[config.mk]
export PLATFORM = sky130hd
export DESIGN_NAME = serial_function_selector
export DESIGN_NICKNAME = d
export VERILOG_FILES = /design/src/core/sfs_pkg.sv /design/src/core/sfs_sel_if.sv /design/src/core/serial_function_selector.sv /design/src/core/sfs_code_check.sv
export SDC_FILE = /design/constraint.sdc
export NUM_CORES = 1
export LEC_CHECK = 0
export BUFFER_PORTS_ARGS = -buffer_cell sky130_fd_sc_hd__buf_2
export CAP_MARGIN = 10
export CELL_PAD_IN_SITES_DETAIL_PLACEMENT = 0
export CELL_PAD_IN_SITES_GLOBAL_PLACEMENT = 2
export CORE_ASPECT_RATIO = 1.1
export CORE_MARGIN = 2
export CORE_UTILIZATION = 19
export CTS_BUF_LIST = sky130_fd_sc_hd__clkbuf_16
export DETAILED_ROUTE_END_ITERATION = 8
export HOLD_SLACK_MARGIN = 0.03
export PLACE_DENSITY = 0.85
export SLEW_MARGIN = 15
export SYNTH_ARGS = -nofsm -noshare
export SYNTH_HDL_FRONTEND = slang
export SYNTH_SLANG_ARGS = --single-unit
[constraint.sdc]
create_clock -name clock -period 2.2 [get_ports clock]
set_input_delay 0.11 -clock clock [delete_from_list [all_inputs] [get_ports clock]]
set_output_delay 0.11 -clock clock [all_outputs]
set_load 0.005 [all_outputs]
[src/core/sfs_pkg.sv]
package sfs_pkg;
   // ==========================================================
   // register map
   localparam logic [11:0] SFS_SEL_OFFSET = 12'hFF8;
   localparam logic [11:0] SFS_IDENT_OFFSET = 12'hFFC;

   // ==========================================================
   // select register fields
   localparam int SFS_CODE_LSB = 0;
   localparam int SFS_CODE_MSB = 2;
   localparam int SFS_LOCK_BIT = 3;
   localparam int SFS_AVAIL_LSB = 4;
   localparam int SFS_AVAIL_MSB = 7;
   localparam int SFS_INST_LSB = 12;
   localparam int SFS_INST_MSB = 31;
   localparam logic [2:0] SFS_CODE_RESET = 3'h0;
   localparam logic SFS_LOCK_RESET = 1'b0;

   // ==========================================================
   // ident register fields
   localparam int SFS_MINOR_LSB = 8;
   localparam int SFS_MINOR_MSB = 11;
   localparam int SFS_MAJOR_LSB = 12;
   localparam int SFS_MAJOR_MSB = 15;
   localparam int SFS_MODID_LSB = 16;
   localparam int SFS_MODID_MSB = 31;

   // ==========================================================
   // function codes
   typedef enum logic [2:0]
   {
      SFS_FN_NONE = 3'h0,
      SFS_FN_ASYNC = 3'h1,
      SFS_FN_SPI = 3'h2,
      SFS_FN_I2C = 3'h3,
      SFS_FN_I2S_TX = 3'h4,
      SFS_FN_I2S_RX = 3'h5
   } sfs_func_t;
endpackage

[src/core/sfs_sel_if.sv]
interface sfs_sel_if;
   import sfs_pkg::*;
   logic [2:0] code;
   logic [3:0] avail;
   logic valid;
   modport owner (output code, output avail, input valid);
   modport check (input code, input avail, output valid);
endinterface

[src/core/serial_function_selector.sv]
module serial_function_selector
   import sfs_pkg::*;
#(
   parameter logic [3:0] HAS_FUNC = 4'hF,
   // identifier values below are arbitrary
   parameter logic [19:0] INSTANCE_ID = 20'hA5A5A,
   parameter logic [15:0] ASYNC_MODID = 16'h1111,
   parameter logic [15:0] SPI_MODID = 16'h2222,
   parameter logic [15:0] I2C_MODID = 16'h3333,
   parameter logic [15:0] I2STX_MODID = 16'h4444,
   parameter logic [15:0] I2SRX_MODID = 16'h5555,
   parameter logic [3:0] FUNC_MAJOR = 4'h1,
   parameter logic [3:0] FUNC_MINOR = 4'h0
)
(
   input wire logic clock,
   input wire logic rst,
   input wire logic ifaceRst,
   input wire logic regWrite,
   input wire logic regRead,
   input wire logic [11:0] regAddr,
   input wire logic [31:0] regWdata,
   output logic [31:0] regRdata,
   output logic [2:0] activeFunc
);
   // ==========================================================
   // state
   logic [2:0] functionCode_ff;
   logic lock_ff;
   logic [31:0] rdata_ff;
   logic [2:0] active_ff;

   // ==========================================================
   // next values
   logic [2:0] nxt_functionCode;
   logic nxt_lock;
   logic [31:0] nxt_rdata;
   logic [2:0] nxt_active;

   // ==========================================================
   // code checker
   // validity lives in its own module so the rule sits in one place
   sfs_sel_if sel();

   assign sel.code = functionCode_ff;
   assign sel.avail = HAS_FUNC;

   sfs_code_check u_check
   (
      .sel(sel)
   );

   // ==========================================================
   // address decode
   // full-word offsets only; byte lanes are not decoded
   wire selHit = (regAddr == SFS_SEL_OFFSET);
   wire identHit = (regAddr == SFS_IDENT_OFFSET);

   wire selWrite = regWrite && selHit;
   wire selRead = regRead && selHit;
   wire identRead = regRead && identHit;

   // ==========================================================
   // write data fields
   // reserved bits 11:8 are not stored
   wire [2:0] wrCode = regWdata[SFS_CODE_MSB:SFS_CODE_LSB];
   wire wrLock = regWdata[SFS_LOCK_BIT];

   // ==========================================================
   // function code and lock update
   // lock only blocks code changes; lock itself stays set until reset
   wire codeWrite = selWrite && !lock_ff;
   wire lockSet = selWrite && wrLock;

   assign nxt_functionCode = codeWrite ? wrCode : functionCode_ff;
   // code and lock in one word: the code still lands, then freezes
   assign nxt_lock = lock_ff | lockSet;

   // ==========================================================
   // enabled function
   // reserved or absent codes stay stored but drive no core
   assign nxt_active = sel.valid ? functionCode_ff : SFS_FN_NONE;

   // ==========================================================
   // module identifier per function
   logic [15:0] modId;
   always_comb
   begin
      modId = 16'h0000;
      unique case (functionCode_ff)
         SFS_FN_ASYNC: modId = ASYNC_MODID;
         SFS_FN_SPI: modId = SPI_MODID;
         SFS_FN_I2C: modId = I2C_MODID;
         SFS_FN_I2S_TX: modId = I2STX_MODID;
         SFS_FN_I2S_RX: modId = I2SRX_MODID;
         default: modId = 16'h0000;
      endcase
   end

   // ==========================================================
   // select register word
   wire [31:0] selWord;

   assign selWord[SFS_CODE_MSB:SFS_CODE_LSB] = functionCode_ff;
   assign selWord[SFS_LOCK_BIT] = lock_ff;
   // undefined to software; zero keeps the read path simple
   assign selWord[11:8] = 4'h0;
   // instance id is fixed per build
   assign selWord[SFS_INST_MSB:SFS_INST_LSB] = INSTANCE_ID;

   // ==========================================================
   // presence bits, one per function family
   // hard-wired, so writes to 7:4 fall on nothing
   genvar g;
   generate
      for (g = 0; g < 4; g = g + 1)
      begin : g_avail
         assign selWord[SFS_AVAIL_LSB + g] = HAS_FUNC[g];
      end
   endgenerate

   // ==========================================================
   // identification register word
   wire [3:0] identMajor = FUNC_MAJOR;
   wire [3:0] identMinor = FUNC_MINOR;
   wire [31:0] identFull;
   wire [31:0] identWord;

   assign identFull[SFS_MODID_MSB:SFS_MODID_LSB] = modId;
   assign identFull[SFS_MAJOR_MSB:SFS_MAJOR_LSB] = identMajor;
   assign identFull[SFS_MINOR_MSB:SFS_MINOR_LSB] = identMinor;
   assign identFull[7:0] = 8'h00;
   // zero unless a present function is chosen
   assign identWord = sel.valid ? identFull : 32'h0000_0000;

   // ==========================================================
   // read data select
   // idle and unmapped reads return zero, so slots can be or-ed
   wire [31:0] selPart = selRead ? selWord : 32'h0000_0000;
   wire [31:0] identPart = identRead ? identWord : 32'h0000_0000;

   assign nxt_rdata = selPart | identPart;

   // ==========================================================
   // reset
   // either source clears the whole slot, lock included
   wire anyRst = rst | ifaceRst;

   // ==========================================================
   // function code register
   // reserved codes are kept so software reads back what it wrote
   always_ff @(posedge clock)
   begin
      if (anyRst)
      begin
         functionCode_ff <= SFS_CODE_RESET;
      end
      else
      begin
         functionCode_ff <= nxt_functionCode;
      end
   end

   // ==========================================================
   // lock register
   // no clear path: only a reset reopens the select
   always_ff @(posedge clock)
   begin
      if (anyRst)
      begin
         lock_ff <= SFS_LOCK_RESET;
      end
      else
      begin
         lock_ff <= nxt_lock;
      end
   end

   // ==========================================================
   // read data register
   // one-cycle answer, zero between reads
   always_ff @(posedge clock)
   begin
      if (anyRst)
      begin
         rdata_ff <= 32'h0000_0000;
      end
      else
      begin
         rdata_ff <= nxt_rdata;
      end
   end

   // ==========================================================
   // active function register
   // one cycle behind the code, so cores see a clean level
   always_ff @(posedge clock)
   begin
      if (anyRst)
      begin
         active_ff <= SFS_FN_NONE;
      end
      else
      begin
         active_ff <= nxt_active;
      end
   end

   // ==========================================================
   // outputs
   assign regRdata = rdata_ff;
   assign activeFunc = active_ff;
endmodule

[src/core/sfs_code_check.sv]
module sfs_code_check
   import sfs_pkg::*;
(
   sfs_sel_if.check sel
);
   // avail bit order: async, spi, i2c, i2s
   wire isAsync = (sel.code == SFS_FN_ASYNC) && sel.avail[0];
   wire isSpi = (sel.code == SFS_FN_SPI) && sel.avail[1];
   wire isI2c = (sel.code == SFS_FN_I2C) && sel.avail[2];
   wire isI2s = ((sel.code == SFS_FN_I2S_TX) ||
                 (sel.code == SFS_FN_I2S_RX)) && sel.avail[3];
   // reserved codes and absent functions fall out as invalid
   assign sel.valid = isAsync | isSpi | isI2c | isI2s;
endmodule

==> metrics.md, run 1 <==
| Metric | Value |
|---|---|
| Final std cells w/o fill | 176 |
| Initial DRC Count | 20 |
| Clk root buf | clkbuf_16 |
| Worst VDD drop | 0.322 mV |
| Top-Level Pins | 84 |
| N_diodes | 0 |
| Layout cells sized above 1 | 0.500 |
| Fin. Hold Viols | 0 |
| CTS tree | done |
| Number of nets in the layout | 172 |
| Final min period | 1.53 ns |
| FF-to-FF path depth | 3 |
| Fillers | 490 |
| Antenna Nets Post-Route | 0 |
| Main synth FF type | dfxtp_1 |
| Synth top area share | 0.441 |
| Total GRT Usage | 0.0728 |
| Post-CTS Setup Inserts | 0 |
| Die Y | 74.6 um |
| Final Wtd Congestion | 0.761 |
| Post-route DRC | 0 |
| Net switching power figure | 0.142 mW |
| Detailed Routing Iterations Pass 1 | 4 |
| Clock skew | 0.00113 ns |
| Clock latency on the worst-skew pair | 0.25 ns |
| PortBufs | 48 |
| H-Tree Level Count | 1 |
| Synth async-reset ratio | 0 |
| Clock buffer count from CTS | 3 |
| Synth Instances | 84 |
| Biggest area consumer among synthesized cells | dfxtp_1 |
| Worst Hold Path Cells | 2 |
| Syn. warnings | 0 |
| Cell area after synthesis | 862 um2 |
| Final period util | 0.698 |
| Design internal power | 0.608 mW |
| Worst-path clk slew | 0.05 ns |
| Setup crit end kind | flop |
| Seq/Total Area, Yosys | 0.441 |
| Startpoint Class | flop |
| Most frequent cell after synthesis | buf_4 |
| Placed cells | 172 |
| Worst setup path class | flop to flop |
| Worst Path Max Fanout | 6 |
| Post-CTS resize count | 0 |
| Chip width | 68.2 um |
| Full die area | 5090 um2 |
| Remaining Overflow, GRT | 0 |
| Area contributors post-synth | dfxtp_1 (44%), buf_4 (17%), nor4_4 (4.9%) |
| Crit path setup slack, layout | 0.665 ns |
| Sw frac | 0.189 |
| Max Clock Freq | 652 MHz |
| First-pass GRT wire length | 2720 um |
| Number of synthesized flops with an enable pin | 0 |
| Clock Power Share | 0.485 |
| Hold_buf cts | 0 |
| Dpl ws | 0.672 ns |
| Worst hold path class | input port to flop |
| R2R Setup Slk | 0.67 ns |
| RSZ-0062 raised after global routing | no |
| Critical Path AT | 1.71 ns |
| Maxcap violations | 0 |
| Avg WL per Cell | 9.85 um |
| Synth Register Bits | 19 |
| Initial antenna violation count | 0 |
| Status | complete, no violations |
| Vias in the first global route | 610 |
| Worst EP required | 2.38 ns |
| Row count | 25 |
| Setup violations, final | 0 |
| Pin count of the biggest net entering global routing | 12 |
| Total negative slack | 0 ns |
| CTS sink cnt | 19 |
| Comb power frac | 0.056 |
| Syn Area/Cell | 10.3 um2 |
| Pleak | 0.545 nW |
| Core area | 4320 um2 |
| Synth cell types | 24 |
| Post-Route WL | 1730 um |
| Post-DP HPWL | 1460 um |
| Synth cell count leaders | buf_4 (20), dfxtp_1 (19), nand2_1 (9) |
| Pins Over Slew Limit | 0 |
| Total power draw | 0.750 mW |
| Power share of the sequential group | 0.459 |
| Via count | 654 |
| Bufs on Longest Clock Path | 2 |
| Power density cells | 667 nW/um2 |
| Layout area overhead | 30.5% |
| DR vias/cell | 3.72 |
| Initial Util | 0.200 |
-- power groups by stage --
stage,clock network (mW),registers [mW],logic [mW]
floorplan,0,0.352,0.0266
global placement,0,0.352,0.0419
detailed placement,0,0.352,0.0423
CTS,0.372,0.344,0.0424
global route,0.387,0.344,0.0470
finish,0.364,0.344,0.0419
-- worst paths after layout --
| path | start | to |
|---|---|---|
| worst max register to register | functionCode_ff[1] | regRdata[29] |
| worst min-delay path | rst | activeFunc[2] |
| worst max-delay path | functionCode_ff[1] | regRdata[29] |
| worst min register to register | lock_ff | lock_ff |
-- cell type report --
type / instances / area, um2 / area share
flip-flops and latches: 19 / 380 / 0.338
clock inverters: 1 / 5.00 / 0.00445
well taps: 54 / 67.6 / 0.0601
clock buffers: 3 / 75.1 / 0.0667
repair buffers: 49 / 248 / 0.220
multi-input cells: 50 / 349 / 0.310
-- routing by layer --
layer	track usage	wire length [um]	up-vias	share of wire
met5	0	0	-	0
met4	0.0267	20	0	0.012
met3	0.0404	202	4	0.12
met2	0.124	871	33	0.50
met1	0.0747	639	280	0.37
li1	-	-	337	-
-- layout by cell type (no fill, tap or decap), types with 2 or more instances in the layout --
master	n
buf_2	48
nor2_1	3
conb_1	7
nor4_1	2
nand4_1	2
mux2i_1	3
nor4_4	2
and2_1	4
clkbuf_16	3
or3_1	2
nand2_1	9
or3b_2	2
a21oi_1	4
dfxtp_1	19
-- cells by family after synthesis --
| kind of cell | after synthesis | share of synthesized area |
|---|---|---|
| buffers and inverters | 21 | 0.180 |
| multiplexers | 3 | 0.0348 |
| other | 1 | 0.00435 |
| AND/OR/NAND/NOR | 35 | 0.308 |
| flip-flops | 19 | 0.441 |
| AO/OA/AOI/OAI | 5 | 0.0319 |
-- per-stage QoR --
stage / utilization / hold WS [ns] / instance area [um2]
finish: 0.261 / 0.105 / 1120
global placement: 0.242 / 0.362 / 1040
global route: 0.261 / 0.113 / 1120
CTS: 0.261 / 0.102 / 1120
detailed placement: 0.242 / 0.364 / 1040
floorplan: - / 0.206 / 885
-- sequential cells by signal (all words and copies together), names as in the netlist --
register and cells:
lock_ff 1, functionCode_ff 3, regRdata 12, activeFunc 3
-- worst max-delay path, stage by stage (launching register included) --
cell and delay (ns):
dfxtp_1 0.41, or3b_2 0.51, or3_1 0.39, a21oi_1 0.16
Note: power is estimated with default switching activity, not from simulation.
==> inputs of run 2 (changes only) <==
--- a/config.mk
+++ b/config.mk
@@ -11,11 +11,11 @@
 export CELL_PAD_IN_SITES_GLOBAL_PLACEMENT = 2
 export CORE_ASPECT_RATIO = 1.1
 export CORE_MARGIN = 2
-export CORE_UTILIZATION = 19
+export CORE_UTILIZATION = 16
 export CTS_BUF_LIST = sky130_fd_sc_hd__clkbuf_16
 export DETAILED_ROUTE_END_ITERATION = 8
 export HOLD_SLACK_MARGIN = 0.03
-export PLACE_DENSITY = 0.85
+export PLACE_DENSITY = 0.76
 export SLEW_MARGIN = 15
 export SYNTH_ARGS = -nofsm -noshare
 export SYNTH_HDL_FRONTEND = slang
==> constraint.sdc (replaced) <==
create_clock -name clock -period 1.4 [get_ports clock]
set_input_delay 0.07 -clock clock [delete_from_list [all_inputs] [get_ports clock]]
set_output_delay 0.07 -clock clock [all_outputs]
set_load 0.005 [all_outputs]
==> run 2 against run 1 <==
Combinational power grew 73%. Sequential share of layout area shrank 2.9 points. Worst setup slack lost 0.62 ns. Register-to-register slack lost 0.62 ns. Sequential power grew 57%.
==> metrics.md, run 2 (synthesis gave the netlist of run 1 again) <==
| Metric | Value |
|---|---|
| Die Y | 81.0 um (+8.5%) |
| Initial antenna violation count | 0 (unchanged) |
| Final period util | 0.968 (+0.271) |
| Met2 wire length | 1080 um (+24%) |
| Initial DRC Count | 16 (-20%) |
| Dpl ws | 0.00201 ns (-0.670 ns) |
| Worst reg2reg endpoint | regRdata[29] |
| Avg WL per Cell | 9.38 um (-4.7%) |
| Pleak | 0.590 nW (+8.4%) |
| Total power draw | 1.18 mW (+57%) |
| Commonest non-fill, non-tap cell in the layout | buf_2 |
| Vias in the first global route | 701 (+15%) |
| Fillers | 596 (+22%) |
| Worst Path Max Fanout | 2 (-4) |
| Worst setup path class | flop to flop |
| First-pass GRT wire length | 3000 um (+10%) |
| FF-to-FF path depth | 3 (unchanged) |
| Placed cells | 202 (+17%) |
| Total length of routed met3 wires | 127 um (-37%) |
| Max Clock Freq | 738 MHz (+13%) |
| Antenna Nets Post-Route | 0 (unchanged) |
| DR vias/cell | 3.43 (-7.8%) |
| Clk root buf | clkbuf_16 |
| HP Start | regWdata[1] |
| Setup crit end kind | flop |
| Power density cells | 961 nW/um2 (+44%) |
| Chip width | 74.0 um (+8.4%) |
| RSZ-0062 raised after global routing | no |
| Remaining Overflow, GRT | 0 (unchanged) |
| Pin count of the biggest net entering global routing | 11 (-1) |
| Worst hold path class | input port to flop |
| Worst Hold Path Cells | 3 (+1) |
| Met1 WL | 710 um (+11%) |
| Worst VDD drop | 0.343 mV (+6.4%) |
| Final Wtd Congestion | 0.745 (-2.0%) |
| Bufs on Longest Clock Path | 2 (unchanged) |
| H-Tree Level Count | 1 (unchanged) |
| Worst-path clk slew | 0.05 ns (about the same) |
| Final min period | 1.36 ns (-0.179 ns) |
| Post-route DRC | 0 (unchanged) |
| Highest routed layer | met4 |
| Status | complete, no violations |
| Clock buffer count from CTS | 3 (unchanged) |
| Fin. Hold Viols | 0 (unchanged) |
| Clock latency on the worst-skew pair | 0.25 ns (about the same) |
| Final Instance Area | 1230 um2 (+9.2%) |
| Layout area overhead | 42.5% |
| Top-Level Pins | 84 (unchanged) |
| CTS sink cnt | 19 (unchanged) |
| WHS Endpoint | functionCode_ff[1] |
| Post-DP HPWL | 1650 um (+13%) |
| Most frequent cells in the layout | buf_2 (48), dfxtp_1 (19), buf_4 (10), nand2_1 (9), conb_1 (7) |
| Worst r2r src | functionCode_ff[1] |
| Clock skew | 0.00198 ns (+0.000848 ns) |
| Startpoint Class | flop |
| Layout cells sized above 1 | 0.542 (+0.0420) |
| Setup violations, final | 0 (unchanged) |
| Maxcap violations | 0 (unchanged) |
| Final std cells w/o fill | 206 (+17%) |
| Number of flip-flops under the largest register name | 12 (unchanged) |
| Full die area | 5990 um2 (+18%) |
| Worst EP required | 1.58 ns (-0.80 ns) |
| R2R Setup Slk | 0.04 ns (-0.62 ns) |
| Cell Area, Placed | 1140 um2 (+9.0%) |
| Number of nets in the layout | 181 (+5.2%) |
| Pins Over Slew Limit | 0 (unchanged) |
| Initial Util | 0.163 (-0.0367) |
| Detailed Routing Iterations Pass 1 | 4 (unchanged) |
| Core area | 5290 um2 (+23%) |
| Row count | 28 (+12%) |
| Total GRT Usage | 0.0665 (-0.00630) |
| CTS tree | done |
| Hold_buf cts | 0 (unchanged) |
| PortBufs | 48 (unchanged) |
| Critical Path AT | 1.54 ns (-0.17 ns) |
| N_diodes | 0 (unchanged) |
| Crit path setup slack, layout | 0.0443 ns (-0.621 ns) |
| Post-Route WL | 1930 um (+12%) |
| Via count | 706 (+8.0%) |
-- run 2: worst max-delay path, stage by stage, from the launching register on --
cell	delay, ns
dfxtp_1	0.32
or3b_2	0.46
or3_4	0.39
a21oi_2	0.13
-- run 2: area by class of cell --
type / instances / area (um2) / share of cell area
Clock buffer: 3 / 75.1 / 0.0611
Clock inverter: 1 / 3.75 / 0.00305
Multi-Input combinational cell: 50 / 360 / 0.293
Sequential cell: 19 / 380 / 0.310
Tap cell: 75 / 93.8 / 0.0764
Timing Repair Buffer: 58 / 315 / 0.257
-- run 2: metal layers --
layer  track usage  up-vias
met5             0        -
met4        0.0436        0
li1              -      355
met2         0.122       31
met3        0.0199        2
met1        0.0628      318
-- run 2: metrics by stage --
| step | hold WS, ns | TNS [ns] | utilization |
|---|---|---|---|
| after floorplan | 0.166 | 0 | - |
| after global placement | 0.326 | -0.0175 | 0.215 |
| after detailed placement | 0.331 | 0 | 0.215 |
| after CTS | 0.0699 | 0 | 0.230 |
| after global routing | 0.0936 | 0 | 0.232 |
| final | 0.0687 | 0 | 0.232 |
-- run 2: timing repair --
action | 4_1_cts | 5_1_grt
setup buffers | 0 | 0
gates resized for setup | 0 | 3
endpoints found under the setup margin | 0 | 4
-- run 2: how the worst max path moves through the flow --
stage	start	endpoint	slack (ns)
after floorplan	functionCode_ff[1]	regRdata[29]	0.01
after global placement	regAddr[0]	regRdata[12]	-0.02
after detailed placement	regAddr[2]	regRdata[2]	0.002
after CTS	functionCode_ff[1]	regRdata[29]	0.01
after global routing	functionCode_ff[1]	regRdata[29]	0.002
final	functionCode_ff[1]	regRdata[29]	0.04
-- run 2: report_power, final --
| group | switching [mW] | internal [mW] |
|---|---|---|
| Combinational | 0.0346 | 0.0377 |
| Clock | 0.188 | 0.379 |
| Sequential | 0.00000640 | 0.541 |
| Total | 0.223 | 0.958 |
